<file path="config.mk">
export PLATFORM = sky130hd
export DESIGN_NAME = fcd_sequencer
export DESIGN_NICKNAME = d
export VERILOG_FILES = /design/src/rtl/fcd_pkg.sv /design/src/rtl/fcd_win_if.sv /design/src/rtl/fcd_window.sv /design/src/rtl/fcd_sequencer.sv
export SDC_FILE = /design/constraint.sdc
export NUM_CORES = 1
export LEC_CHECK = 0
export ABC_CLOCK_PERIOD_IN_PS = 3200
export BUFFER_PORTS_ARGS = -buffer_cell sky130_fd_sc_hd__buf_2
export CAP_MARGIN = 20
export CORE_MARGIN = 3
export CORE_UTILIZATION = 35
export CTS_BUF_LIST = sky130_fd_sc_hd__clkbuf_16
export CTS_CLUSTER_DIAMETER = 60
export DETAILED_ROUTE_END_ITERATION = 8
export GPL_ROUTABILITY_DRIVEN = 0
export PLACE_DENSITY = 0.52
export RECOVER_POWER = 25
export SYNTH_ARGS = -nofsm -noshare
export SYNTH_HDL_FRONTEND = slang
export SYNTH_SLANG_ARGS = --single-unit
</file>
<file path="constraint.sdc">
create_clock -name core_clk -period 3.2 [get_ports core_clk]
set_clock_uncertainty 0.15 [all_clocks]
set_input_delay 0.16 -clock core_clk [delete_from_list [all_inputs] [get_ports core_clk]]
set_output_delay 0.16 -clock core_clk [all_outputs]
set_load 0.02 [all_outputs]
</file>
<file path="src/rtl/fcd_pkg.sv">
package fcd_pkg;
	localparam int SLOTS = 4;
	localparam int DATA_W = 16;
	localparam int PERIOD_W = 13;
	localparam int ADDR_W = 8;

	localparam logic [7:0] OFF_CONFIG = 8'h00;
	localparam logic [7:0] OFF_SLOT0 = 8'h04;
	localparam logic [7:0] OFF_SLOT3 = 8'h10;
	localparam logic [7:0] OFF_PERIOD = 8'h14;

	localparam int BIT_IMM = 0;
	localparam int BIT_AWS = 1;
	localparam int BIT_FORCE = 2;
	localparam int BIT_ARS = 3;
	localparam int BIT_HOLD = 4;
	localparam int BIT_ALY = 5;
	localparam logic [15:0] CFG_MASK = 16'h003F;

	localparam logic [15:0] CFG_RESET = 16'h0000;
	localparam logic [12:0] PERIOD_RESET = 13'h00FF;
	localparam logic [15:0] SAMPLE_RESET = 16'h0000;

	// Quarter-bit is 12/13 us; slightly fast rather than slow
	localparam int QBIT_PS = 923077;
	localparam int CLK_PS = 10000;
	localparam int QBIT_CYCLES = QBIT_PS / CLK_PS;
endpackage

</file>
<file path="src/rtl/fcd_win_if.sv">
interface fcd_win_if #(
	parameter int PW = 13
);
	logic reload;
	logic [PW-1:0] period;
	logic active;
	logic [PW-1:0] count;
	modport ctrl(output reload, output period, input active, input count);
	modport timer(input reload, input period, output active, output count);
endinterface

</file>
<file path="src/rtl/fcd_window.sv">
module fcd_window #(
	parameter int PW = fcd_pkg::PERIOD_W,
	parameter int QDIV = fcd_pkg::QBIT_CYCLES
) (
	input wire logic core_clk,
	input wire logic reset_n,
	fcd_win_if.timer win
);
	localparam int DW = $clog2(QDIV);
	localparam logic [DW-1:0] DIV_LAST = DW'(QDIV - 1);

	logic [DW-1:0] div;
	logic [DW-1:0] next_div;
	logic [PW-1:0] count;
	logic [PW-1:0] next_count;
	logic active;
	logic next_active;
	logic tick;

	assign tick = (div == DIV_LAST);
	assign win.active = active;
	assign win.count = count;

	always_comb begin
		next_div = tick ? '0 : div + 1'b1;
		next_count = count;
		next_active = active;
		if (win.reload) begin
			// Restart divider so every window is a whole number of ticks
			next_div = '0;
			next_count = win.period;
			next_active = 1'b1;
		end else if (tick && active) begin
			if (count == '0) begin
				next_active = 1'b0;
			end else begin
				next_count = count - 1'b1;
			end
		end
	end

	always_ff @(posedge core_clk) begin
		if (!reset_n) begin
			div <= '0;
			count <= '0;
			active <= 1'b0;
		end else begin
			div <= next_div;
			count <= next_count;
			active <= next_active;
		end
	end
endmodule

</file>
<file path="src/rtl/fcd_sequencer.sv">
// Contract
// - Event-valid copies all write buffers to active.
// - Event n loads active buffer n to output.
// - Each event powers converter for programmed window.
// - Immediate mode drives slot0 write buffer directly.
// - Immediate mode also forces converter power on.
// - Leaving immediate starts window; events extend it.
// - Reference clock request powers converter, keeps value.
// - Read select picks write or active buffer.
// - Write select picks write or active buffer.
// - Force flag keeps converter powered continuously.
// - Hold keeps converter driving after window ends.
// - Always-on overrides global power-down control.
// - Period is 13 bits, resets 255, forced-ignored.
// - Slots unreset; output register starts at zero.
module fcd_sequencer #(
	parameter int SLOTS = fcd_pkg::SLOTS,
	parameter int DW = fcd_pkg::DATA_W,
	parameter int PW = fcd_pkg::PERIOD_W,
	parameter int QDIV = fcd_pkg::QBIT_CYCLES
) (
	input wire logic core_clk,
	input wire logic reset_n,
	input wire logic psel,
	input wire logic penable,
	input wire logic pwrite,
	input wire logic [fcd_pkg::ADDR_W-1:0] paddr,
	input wire logic [31:0] pwdata,
	output logic [31:0] prdata,
	output logic pready,
	output logic pslverr,
	input wire logic event_valid_strobe,
	input wire logic [SLOTS-1:0] tuning_event_pulse,
	input wire logic ref_clock_request_in,
	input wire logic global_power_down_ctrl,
	output logic [DW-1:0] tuning_sample,
	output logic converter_power_gate
);
	logic [15:0] cfg;
	logic [15:0] next_cfg;
	logic [PW-1:0] period;
	logic [PW-1:0] next_period;
	logic [DW-1:0] wbuf [SLOTS];
	logic [DW-1:0] next_wbuf [SLOTS];
	logic [DW-1:0] abuf [SLOTS];
	logic [DW-1:0] next_abuf [SLOTS];
	logic [DW-1:0] next_sample;
	logic [31:0] next_prdata;
	logic next_gate;
	logic imm_prev;
	logic hold_keep;
	logic next_hold_keep;
	logic imm_mode;
	logic force_pwr;
	logic wr_access;
	logic rd_setup;
	logic [2:0] wslot;
	logic pwr_req;

	fcd_win_if #(.PW(PW)) win();

	fcd_window #(.PW(PW), .QDIV(QDIV)) u_window (
		.core_clk(core_clk),
		.reset_n(reset_n),
		.win(win)
	);

	// Returns {hit, index} for the four data slot offsets
	function automatic logic [2:0] fcd_slot(input logic [7:0] a);
		logic [7:0] rel;
		rel = a - fcd_pkg::OFF_SLOT0;
		if (a >= fcd_pkg::OFF_SLOT0 && a <= fcd_pkg::OFF_SLOT3 &&
			a[1:0] == 2'b00) begin
			return {1'b1, rel[3:2]};
		end
		return 3'b000;
	endfunction

	assign imm_mode = cfg[fcd_pkg::BIT_IMM];
	// Immediate implies forced power-up
	assign force_pwr = cfg[fcd_pkg::BIT_FORCE] | imm_mode;
	assign wr_access = psel & penable & pwrite;
	assign rd_setup = psel & ~penable & ~pwrite;
	assign wslot = fcd_slot(paddr);
	assign pready = 1'b1;
	assign win.period = period;
	// Events extend the window; leaving immediate opens one
	assign win.reload = (|tuning_event_pulse) | (imm_prev & ~imm_mode);
	// Hold and ref request only sustain, they never alter the value
	// Reload counts as a request so the gate never dips while the window
	// restarts after immediate mode ends
	assign pwr_req = force_pwr | win.active | ref_clock_request_in |
		hold_keep | win.reload;

	always_comb begin
		pslverr = 1'b0;
		if (psel && penable && paddr != fcd_pkg::OFF_CONFIG &&
			paddr != fcd_pkg::OFF_PERIOD && !wslot[2]) begin
			pslverr = 1'b1;
		end
	end

	always_comb begin
		next_cfg = cfg;
		next_period = period;
		next_wbuf = wbuf;
		next_abuf = abuf;
		if (wr_access) begin
			if (paddr == fcd_pkg::OFF_CONFIG) begin
				next_cfg = pwdata[15:0] & fcd_pkg::CFG_MASK;
			end else if (paddr == fcd_pkg::OFF_PERIOD) begin
				next_period = pwdata[PW-1:0];
			end else if (wslot[2]) begin
				if (cfg[fcd_pkg::BIT_AWS]) begin
					next_abuf[wslot[1:0]] = pwdata[DW-1:0];
				end else begin
					next_wbuf[wslot[1:0]] = pwdata[DW-1:0];
				end
			end
		end
		if (event_valid_strobe) begin
			// Latch after the bus write so it wins the same cycle
			next_abuf = wbuf;
		end
	end

	always_comb begin
		next_sample = tuning_sample;
		if (imm_mode) begin
			next_sample = wbuf[0];
		end else begin
			// Lowest index wins if the timer ever overlaps events
			for (int i = SLOTS - 1; i >= 0; i--) begin
				if (tuning_event_pulse[i]) begin
					next_sample = abuf[i];
				end
			end
		end
	end

	always_comb begin
		next_hold_keep = cfg[fcd_pkg::BIT_HOLD] &
			(hold_keep | converter_power_gate);
		next_gate = pwr_req &
			(~global_power_down_ctrl | cfg[fcd_pkg::BIT_ALY]);
	end

	always_comb begin
		next_prdata = '0;
		if (rd_setup) begin
			if (paddr == fcd_pkg::OFF_CONFIG) begin
				next_prdata = {16'h0000, cfg};
			end else if (paddr == fcd_pkg::OFF_PERIOD) begin
				next_prdata = {{(32-PW){1'b0}}, period};
			end else if (wslot[2]) begin
				if (cfg[fcd_pkg::BIT_ARS]) begin
					next_prdata = {{(32-DW){1'b0}}, abuf[wslot[1:0]]};
				end else begin
					next_prdata = {{(32-DW){1'b0}}, wbuf[wslot[1:0]]};
				end
			end
		end
	end

	always_ff @(posedge core_clk) begin
		if (!reset_n) begin
			cfg <= fcd_pkg::CFG_RESET;
			period <= fcd_pkg::PERIOD_RESET;
			tuning_sample <= fcd_pkg::SAMPLE_RESET;
			prdata <= '0;
			converter_power_gate <= 1'b0;
			imm_prev <= 1'b0;
			hold_keep <= 1'b0;
		end else begin
			cfg <= next_cfg;
			period <= next_period;
			tuning_sample <= next_sample;
			prdata <= next_prdata;
			converter_power_gate <= next_gate;
			imm_prev <= imm_mode;
			hold_keep <= next_hold_keep;
		end
	end

	// Slot storage has no reset; software must load it first
	always_ff @(posedge core_clk) begin
		wbuf <= next_wbuf;
		abuf <= next_abuf;
	end
endmodule

</file>
Word level (Yosys, flattened, before mapping)
Cells that the tools add are included.

storage, ports and cells
  flip-flop bits (word level) = 219
  word-level logic and storage cells = 127
  input bits = 52
  output and inout port bits = 51

cells by class
  add/sub/neg operators = 3
  reductions and logical operators = 31
  muxes and demuxes = 35
  equality and inequality tests = 6
  order comparisons = 4
  bitwise operators = 27

operators by type and width
  cell                                                               count
  2-to-1 mux 64 bit                                                  6
  2-to-1 mux 16 bit                                                  11
  bitwise mux 64 bit                                                 2
  2-to-1 mux 13 bit                                                  5
  binary-select mux 16 bit (select 2 bit)                            2
  demux 16 bit (select 2 bit)                                        1
  logical NOT 13 bit                                                 1
  subtractor 13 x 1 -> 13 bit, second input constant                 1
  inverter 1 bit                                                     11
  AND reduction 5 bit                                                2
  nonzero test 2 bit                                                 5
  equality test 8 x 5 -> 1 bit, second input constant                1
  greater-or-equal comparator 8 x 3 -> 1 bit, second input constant  1
  less-or-equal comparator 8 x 5 -> 1 bit, second input constant     1
  logical AND 1 bit                                                  8
  logical NOT 8 bit                                                  1
  != test 8 x 5 -> 1 bit, second input constant                      1
  OR 1 bit                                                           8
  AND reduction 2 bit                                                4
  nonzero test 8 bit                                                 1
  OR reduction 4 bit                                                 2
  adder 7 x 1 -> 7 bit, second input constant                        1
  AND 1 bit                                                          7
  equality test 7 bit, second input constant                         1
  other kinds (15)                                                   22

Depth between registers and ports, before layout
Gate-level depths: netlist of run 1.

  word-level depth = 17
  gate-level depth with buffers = 11
  gate-level depth less buffers = 8

Modules after synthesis
A second synthesis of run 1 with hierarchy kept.

second synthesis, totals
  cells, all modules = 950
  area, all modules = 9805.7 um^2

by module, submodules not included
  module         times used  area each (um^2)  cells an instance
  fcd_sequencer  1           8582.0            804
  fcd_window     1           1223.7            146

Worst setup path before layout of run 1
No wires, ideal clock.

  path type = input-to-reg
  start = input port paddr[2] (netlist bit)
  end = register abuf[32] (netlist bit) (enable)
  arrival = 2.559 ns
  stages on the path = 8
  slack = 0.099 ns
  setup time = 0.392 ns
  data required time = 2.658 ns
  buffers on the path = 2
  cells stage by stage = clkbuf_8 > inv_1 > ha_1 > and2b_2 > nor4_2 > nand3_1 > clkbuf_1 > o21bai_1

between the ends
  word-level cells in the longest chain between the ends = 7

RTL lines
  what                                                                                                   line                  RTL
  from (decl)                                                                                            fcd_sequencer.sv:27   input wire logic [fcd_pkg::ADDR_W-1:0] paddr,
  greater-or-equal comparator 8 x 3 -> 1 bit or less-or-equal comparator 8 x 5 -> 1 bit (tied branches)  fcd_sequencer.sv:72   if (a >= fcd_pkg::OFF_SLOT0 && a <= fcd_pkg::OFF_SLOT3 &&
  logical AND 1 bit (2 in series)                                                                        fcd_sequencer.sv:72
  2-to-1 mux 1 bit                                                                                       fcd_sequencer.sv:72
  2-to-1 mux 3 bit                                                                                       fcd_sequencer.sv:76   return 3'b000;
  nonzero test 2 bit (no source line)                                                                    n/a
  AND reduction 5 bit (no source line) (*)                                                               n/a
  to (signal assigned)                                                                                   fcd_sequencer.sv:188  abuf <= next_abuf;
  to (decl)                                                                                              fcd_sequencer.sv:45   logic [DW-1:0] abuf [SLOTS];

Every way passes the cells marked *; elsewhere a longest branch is shown, timed or not.
A chain may end at the register's enable or synchronous reset.

Final worst setup path of run 1
  start = input port pwrite
  end = register prdata[7]

between the ends
  word-level cells in the longest chain between the ends = 5

RTL lines
  what                                  line                  RTL
  from (decl)                           fcd_sequencer.sv:26   input wire logic pwrite,
  inverter 1 bit                        fcd_sequencer.sv:83   assign rd_setup = psel & ~penable & ~pwrite;
  AND 1 bit                             fcd_sequencer.sv:83
  AND reduction 2 bit (no source line)  n/a
  inverter 1 bit (no source line)       n/a
  OR reduction 2 bit (no source line)   n/a
  to (signal assigned)                  fcd_sequencer.sv:178  prdata <= next_prdata;
  to (decl)                             fcd_sequencer.sv:29   output logic [31:0] prdata,

No other way between the ends.

==> flow_summary.ini, run 1 <==
[cells_and_area]
layout_commonest_cell = nand2_1
diodes = 0
layout-drive-gt1-share_pct = 13.07
final_cell_mix = nand2_1, edfxtp_1, o21ai_0
nNetsFinal = 1087
syn2layout_area_growth_pct = 18.85

[pwr]
seq_power_share_pct = 47.9
cellLeakagePower_nw = 4.175
ir_drop_mv = 0.3020
p_per_area_mw_per_mm2 = 527.8
p_int_w = 0.004593
clock_power_share_pct = 44.3
netSwitchingPower_w = 0.001433
switching_share_pct = 23.79
combPwrFrac_pct = 7.8

[clocking]
clock_sinks = 203
cts-resized-gates = 0
insertion_delay_ns = 0.52
cts-root-buf = clkbuf_16
cts-buffers-inserted = 24
max-clock-path-buffers = 3
h-tree-depth = 1
cts_tree = done
path_clk_slew_ns = 0.06
post_cts_buffers = 0

[critical_path]
max_stage_delay_ns = 0.58
cp_cell_sequence = dlygate4sd3_1 > buf_2 > nor4bb_2 > dlygate4sd3_1 > buf_4 > nand3_1 > buf_4 > a21o_1 > o21ai_0 > a21o_1
critPathTopFamily = buffers and inverters
crit_fanout = 13
worstPathRequired_ns = 3.50
arrival_ns = 3.01
critPathSlowestCell = dlygate4sd3_1
critical_path_buf_inv_count = 5
worstSetupPathType = in -> reg
end_kind = flop
timing.critical_path.from_type = input pin

[floorplanning]
start_util_pct = 35.65
coreArea_sq_mm = 0.02695
rows = 60
die_h_microns = 171.7
io_pins = 103
die_area_sq_mm = 0.02947
die_width_microns = 171.7

[synth]
synthFlopType = edfxtp_1
ys_types = 69
synth_seq_cells = 203
postSynthCellCount = 926
syn_area_sq_mm = 0.009607
async_flop_share_pct = 0
synth_edf_count = 128
ys_seq_area_share_pct = 55.64
yosysWarnings = 0
syn_avg_cell_area_sq_um = 10.37

[sta]
fmax_mhz = 368.6
setup_violations = 0
period_needed_ns = 2.713
finalWorstSetupSlack_ns = 0.4869
rsz0062_at_grt = no
whs_ns = 0.05344
hold_viol = 0
worst_slew_pin_slew_ns = 1.418
slew_headroom_pct = 5.454
drv_slew = 0
fin_setup_tns_ns = 0
min_period_over_period_pct = 84.78

[detailed_routing]
viasPerCell = 5.520
route.vias.total = 7667
ant_nets = 0
drc = 3
drtIter0Drc = 724
drt_wl_total_microns = 30160
wl_per_cell_microns = 21.71
firstDrtPassIters = 9

[placement]
dp_hpwl_microns = 20500
portBuffers = 69
post-place-ws_ns = 0.3009

[global_routing]
grt_max_degree = 54
grt-ovfl-total = 0
grt_pass1_wl_microns = 44580
track_usage_pct = 20.11
grt_pass1_vias = 7244
antenna_found_initial = 0

[job]
drv_cap = 0

[run_status]
violations = design-rule violations
outcome = complete, but fails checks

[hold_path]
min_path_type = in -> reg
## power by group through the flow
stage               Combinational, W  Sequential [W]  Clock (W)
floorplan                   0.000284         0.00295          0
CTS                         0.000477         0.00288    0.00272
global route                0.000516         0.00289    0.00283
global placement            0.000454         0.00294          0
detailed placement          0.000458         0.00294          0
finish                      0.000473         0.00289    0.00267
## registers in the layout, indices dropped and copies added, names as in the netlist
register,cells
prdata,16
converter_power_gate,1
wbuf,64
imm_prev,1
period,13
hold_keep,1
tuning_sample,16
u_window.div,7
cfg,6
u_window.win.count,13
u_window.win.active,1
abuf,64
## tightest hold or removal path: cells and delay by family
family | cells | cell delay (ns)
simple gates | 3 | 0.33
compound gates | 1 | 0.10
buf+inv | 1 | 0.09
## path summary, 6_finish.rpt
path | from | to | slack [ns] | cells past startpoint
setup / recovery | pwrite | prdata[7] | 0.49 | 10
hold / removal | paddr[5] | prdata[4] | 0.05 | 5
setup reg to reg | cfg[0] | prdata[0] | 0.49 | 5
hold reg to reg | u_window.div[0] | u_window.div[0] | 0.30 | 1
## repair_timing
| item | in CTS | in global routing |
|---|---|---|
| hold buffers | 20 | 0 |
| hold endpoints to repair | 86 | 0 |
| endpoints found under the setup margin | 0 | 0 |
## layout make-up
type / instances / area, sq um
clock inverter: 19 / 148.9
multi-input combinational: 654 / 3908
sequential: 203 / 5345
timing repair buffer: 137 / 925.9
fill: 2628 / 15530
clock buffer: 25 / 625.6
inverter: 10 / 37.54
tap: 341 / 426.7
## layer usage
layer | wire, microns | track usage, % | vias to the layer above
met4 | 927 | 6.613 | 0
met2 | 13930 | 32.32 | 282
li1 | - | - | 3596
met5 | 0 | 0 | -
met1 | 13430 | 28.19 | 3733
met3 | 1876 | 2.666 | 56
## metrics by stage
step	area, sq um	instances	utilization [%]	total power, W
global route	11420	1389	42.36	0.006236
floorplan	9663	941	-	0.003230
detailed placement	10500	1325	38.95	0.003398
finish	11420	1389	42.36	0.006026
CTS	11470	1389	42.57	0.006082
global placement	10500	1325	38.95	0.003393
## cell usage after synthesis, types with 3 or more instances
cell type / count / area (sq um)
o21ai_0: 106 / 530.5
o21bai_1: 7 / 52.55
a21oi_1: 47 / 235.2
nand2b_1: 25 / 156.4
nor4_1: 6 / 37.54
ha_1: 5 / 62.56
nor2_1: 52 / 195.2
dfxtp_1: 75 / 1501
o22ai_1: 5 / 31.28
a21o_1: 4 / 30.03
a2111oi_0: 6 / 52.55
a31oi_1: 3 / 18.77
and2_1: 4 / 25.02
a2111oi_2: 3 / 45.04
or2_2: 3 / 18.77
a21boi_0: 6 / 45.04
o211ai_1: 5 / 37.54
o21ai_1: 4 / 20.02
buf_2: 3 / 15.01
xnor2_1: 8 / 70.07
clkbuf_1: 46 / 172.7
nand4_1: 5 / 31.28
nand2_1: 139 / 521.8
o221ai_1: 10 / 87.58
a211oi_1: 7 / 52.55
nor2b_1: 30 / 187.7
buf_4: 18 / 135.1
and3_1: 7 / 43.79
mux2i_1: 39 / 390.4
inv_1: 10 / 37.54
nand3_1: 20 / 100.1
nor3_1: 8 / 40.04
or3_1: 3 / 18.77
a222oi_1: 16 / 160.2
mux2_2: 5 / 56.30
xor2_1: 8 / 70.07
a32oi_1: 3 / 26.28
buf_6: 3 / 33.78
a22oi_1: 8 / 60.06
edfxtp_1: 128 / 3844
## kinds of logic after synthesis
logic type | count (synthesis) | share of synthesized area, %
buffers and inverters | 84 | 4.493
multiplexers | 44 | 4.650
XOR/XNOR | 16 | 1.459
AND/OR/NAND/NOR | 317 | 15.81
adder cells (fa/ha/maj) | 5 | 0.6512
AO/OA/AOI/OAI | 255 | 17.22
other | 2 | 0.07817
flip-flops | 203 | 55.64
Power figures use the tool's default switching activity.
==> inputs of run 2 (changes only) <==
--- a/config.mk
+++ b/config.mk
@@ -5,7 +5,7 @@
 export SDC_FILE = /design/constraint.sdc
 export NUM_CORES = 1
 export LEC_CHECK = 0
-export ABC_CLOCK_PERIOD_IN_PS = 3200
+export ABC_CLOCK_PERIOD_IN_PS = 2370
 export BUFFER_PORTS_ARGS = -buffer_cell sky130_fd_sc_hd__buf_2
 export CAP_MARGIN = 20
 export CORE_MARGIN = 3
==> constraint.sdc (replaced) <==
create_clock -name core_clk -period 2.37 [get_ports core_clk]
set_clock_uncertainty 0.15 [all_clocks]
set_input_delay 0.1185 -clock core_clk [delete_from_list [all_inputs] [get_ports core_clk]]
set_output_delay 0.1185 -clock core_clk [all_outputs]
set_load 0.02 [all_outputs]
==> flow_summary.ini, run 2 (synthesized netlist as in run 1, its figures left out) <==
[detailed_routing]
firstDrtPassIters = 6
drc = 0
route.vias.total = 7818
drt_wl_total_microns = 30710
wl_per_cell_microns = 21.28
met3WireLength_microns = 1862
highest_layer = met4
wl_met2_microns = 14400
met1_length_microns = 13680
viasPerCell = 5.418
ant_nets = 0
drtIter0Drc = 681

[sta]
min_period_over_period_pct = 85.47
drv_slew = 0
worst_slew_pin_slew_ns = 0.6568
setup_violations = 0
fin_setup_tns_ns = 0
finalWorstSetupSlack_ns = 0.3445
slew_headroom_pct = 56.19
rsz0062_at_grt = no
hold_viol = 0
whs_ns = 0.01246
period_needed_ns = 2.026
fmax_mhz = 493.7

[critical_path]
timing.critical_path.from_type = flop
arrival_ns = 2.27
worstSetupPathType = reg -> reg
cp_cell_sequence = ha_1 > nand2_1 > nor4_1 > buf_4 > nand3_1 > nor4b_1 > xnor2_1 > a21oi_1
crit_fanout = 4
critPathTopFamily = simple AND/OR/NAND/NOR gates
max_stage_delay_ns = 0.39
worstPathRequired_ns = 2.62
critPathSlowestCell = nor4b_1
end_kind = flop
critical_path_buf_inv_count = 1

[floorplanning]
die_area_sq_mm = 0.02947
die_h_microns = 171.7
rows = 60
die_width_microns = 171.7
io_pins = 103
coreArea_sq_mm = 0.02695
start_util_pct = 35.65

[clocking]
max-clock-path-buffers = 3
cts-buffers-inserted = 23
cts-resized-gates = 0
insertion_delay_ns = 0.51
path_clk_slew_ns = 0.06
post_cts_buffers = 0
cts-root-buf = clkbuf_16
clock_sinks = 203
h-tree-depth = 1
cts_tree = done

[cells_and_area]
nNetsFinal = 1143
layout_commonest_cell = nand2_1
final_core_util_pct = 44.57
largest_registers = abuf x64, wbuf x64
fillers = 2555
regArea_sq_mm = 0.005345
diodes = 0
final_cell_mix = nand2_1, edfxtp_1, o21ai_0
multi_input_area_sq_mm = 0.004020
layout-drive-gt1-share_pct = 18.78
syn2layout_area_growth_pct = 25.05

[placement]
post-place-ws_ns = -0.1554
portBuffers = 69
dp_hpwl_microns = 22320

[pwr]
cellLeakagePower_nw = 4.482
ir_drop_mv = 0.4285
power.total_w = 0.008016
p_per_area_mw_per_mm2 = 667.3

[global_routing]
antenna_found_initial = 0
grt_max_degree = 54
grt_pass1_vias = 7601
track_usage_pct = 20.78
grt-ovfl-total = 0
grt_pass1_wl_microns = 46320

[hold_path]
min_path_type = in -> reg

[run_status]
outcome = complete, no violations

[job]
drv_cap = 0
## run 2: changes by cell type in the layout (fill, tap and decap cells not counted), sizes merged
cell      change
buf          +58
clkbuf        -3
clkinv        -3
clkinvlp      +2
## run 2: area by class of cell
class | instances | area share (%)
multi-input cells | 654 | 33.47
well taps | 341 | 3.552
clock inverters | 18 | 1.187
repair buffers | 194 | 12.13
flip-flops and latches | 203 | 44.50
inverters | 10 | 0.3750
clock buffers | 23 | 4.791
## run 2: what timing repair did
item | in CTS | in global routing
hold endpoints to repair | 99 | 0
hold buffers | 20 | 0
setup endpoints to repair | 0 | 0
## run 2: through the flow
step / std cells / area [sq um]
5_1_grt: 1443 / 12010
3_5_place_dp: 1382 / 11150
6_report: 1443 / 12010
3_3_place_gp: 1382 / 11150
4_1_cts: 1443 / 12060
2_1_floorplan: 941 / 9813
## run 2: path summary, 6_finish.rpt
check,from,endpoint,slack (ns),cells after the start
worst max-delay path,u_window.div[0],u_window.win.count[4],0.34,8
worst min-delay path,reset_n,period[3],0.01,3
worst max register to register,u_window.div[0],u_window.win.count[4],0.34,8
worst min register to register,u_window.div[0],u_window.div[0],0.30,1
## run 2: routing by layer
layer | track usage (%) | up-vias
met5 | 0 | -
met4 | 5.773 | 0
met2 | 34.86 | 254
met1 | 28.52 | 3816
li1 | - | 3701
met3 | 2.482 | 47
## run 2: where the power goes
part | internal (W) | switching [W]
clock network | 0.00199 | 0.00143
logic | 0.000277 | 0.000426
registers | 0.00384 | 0.0000538
total | 0.00610 | 0.00191
## run 2: worst reg2reg max path, stage by stage, from the launching register on
cell and delay [ns]:
dfxtp_1 0.35, ha_1 0.22, nand2_1 0.07, nor4_1 0.18
buf_4 0.17, nand3_1 0.15, nor4b_1 0.39, xnor2_1 0.16
a21oi_1 0.08
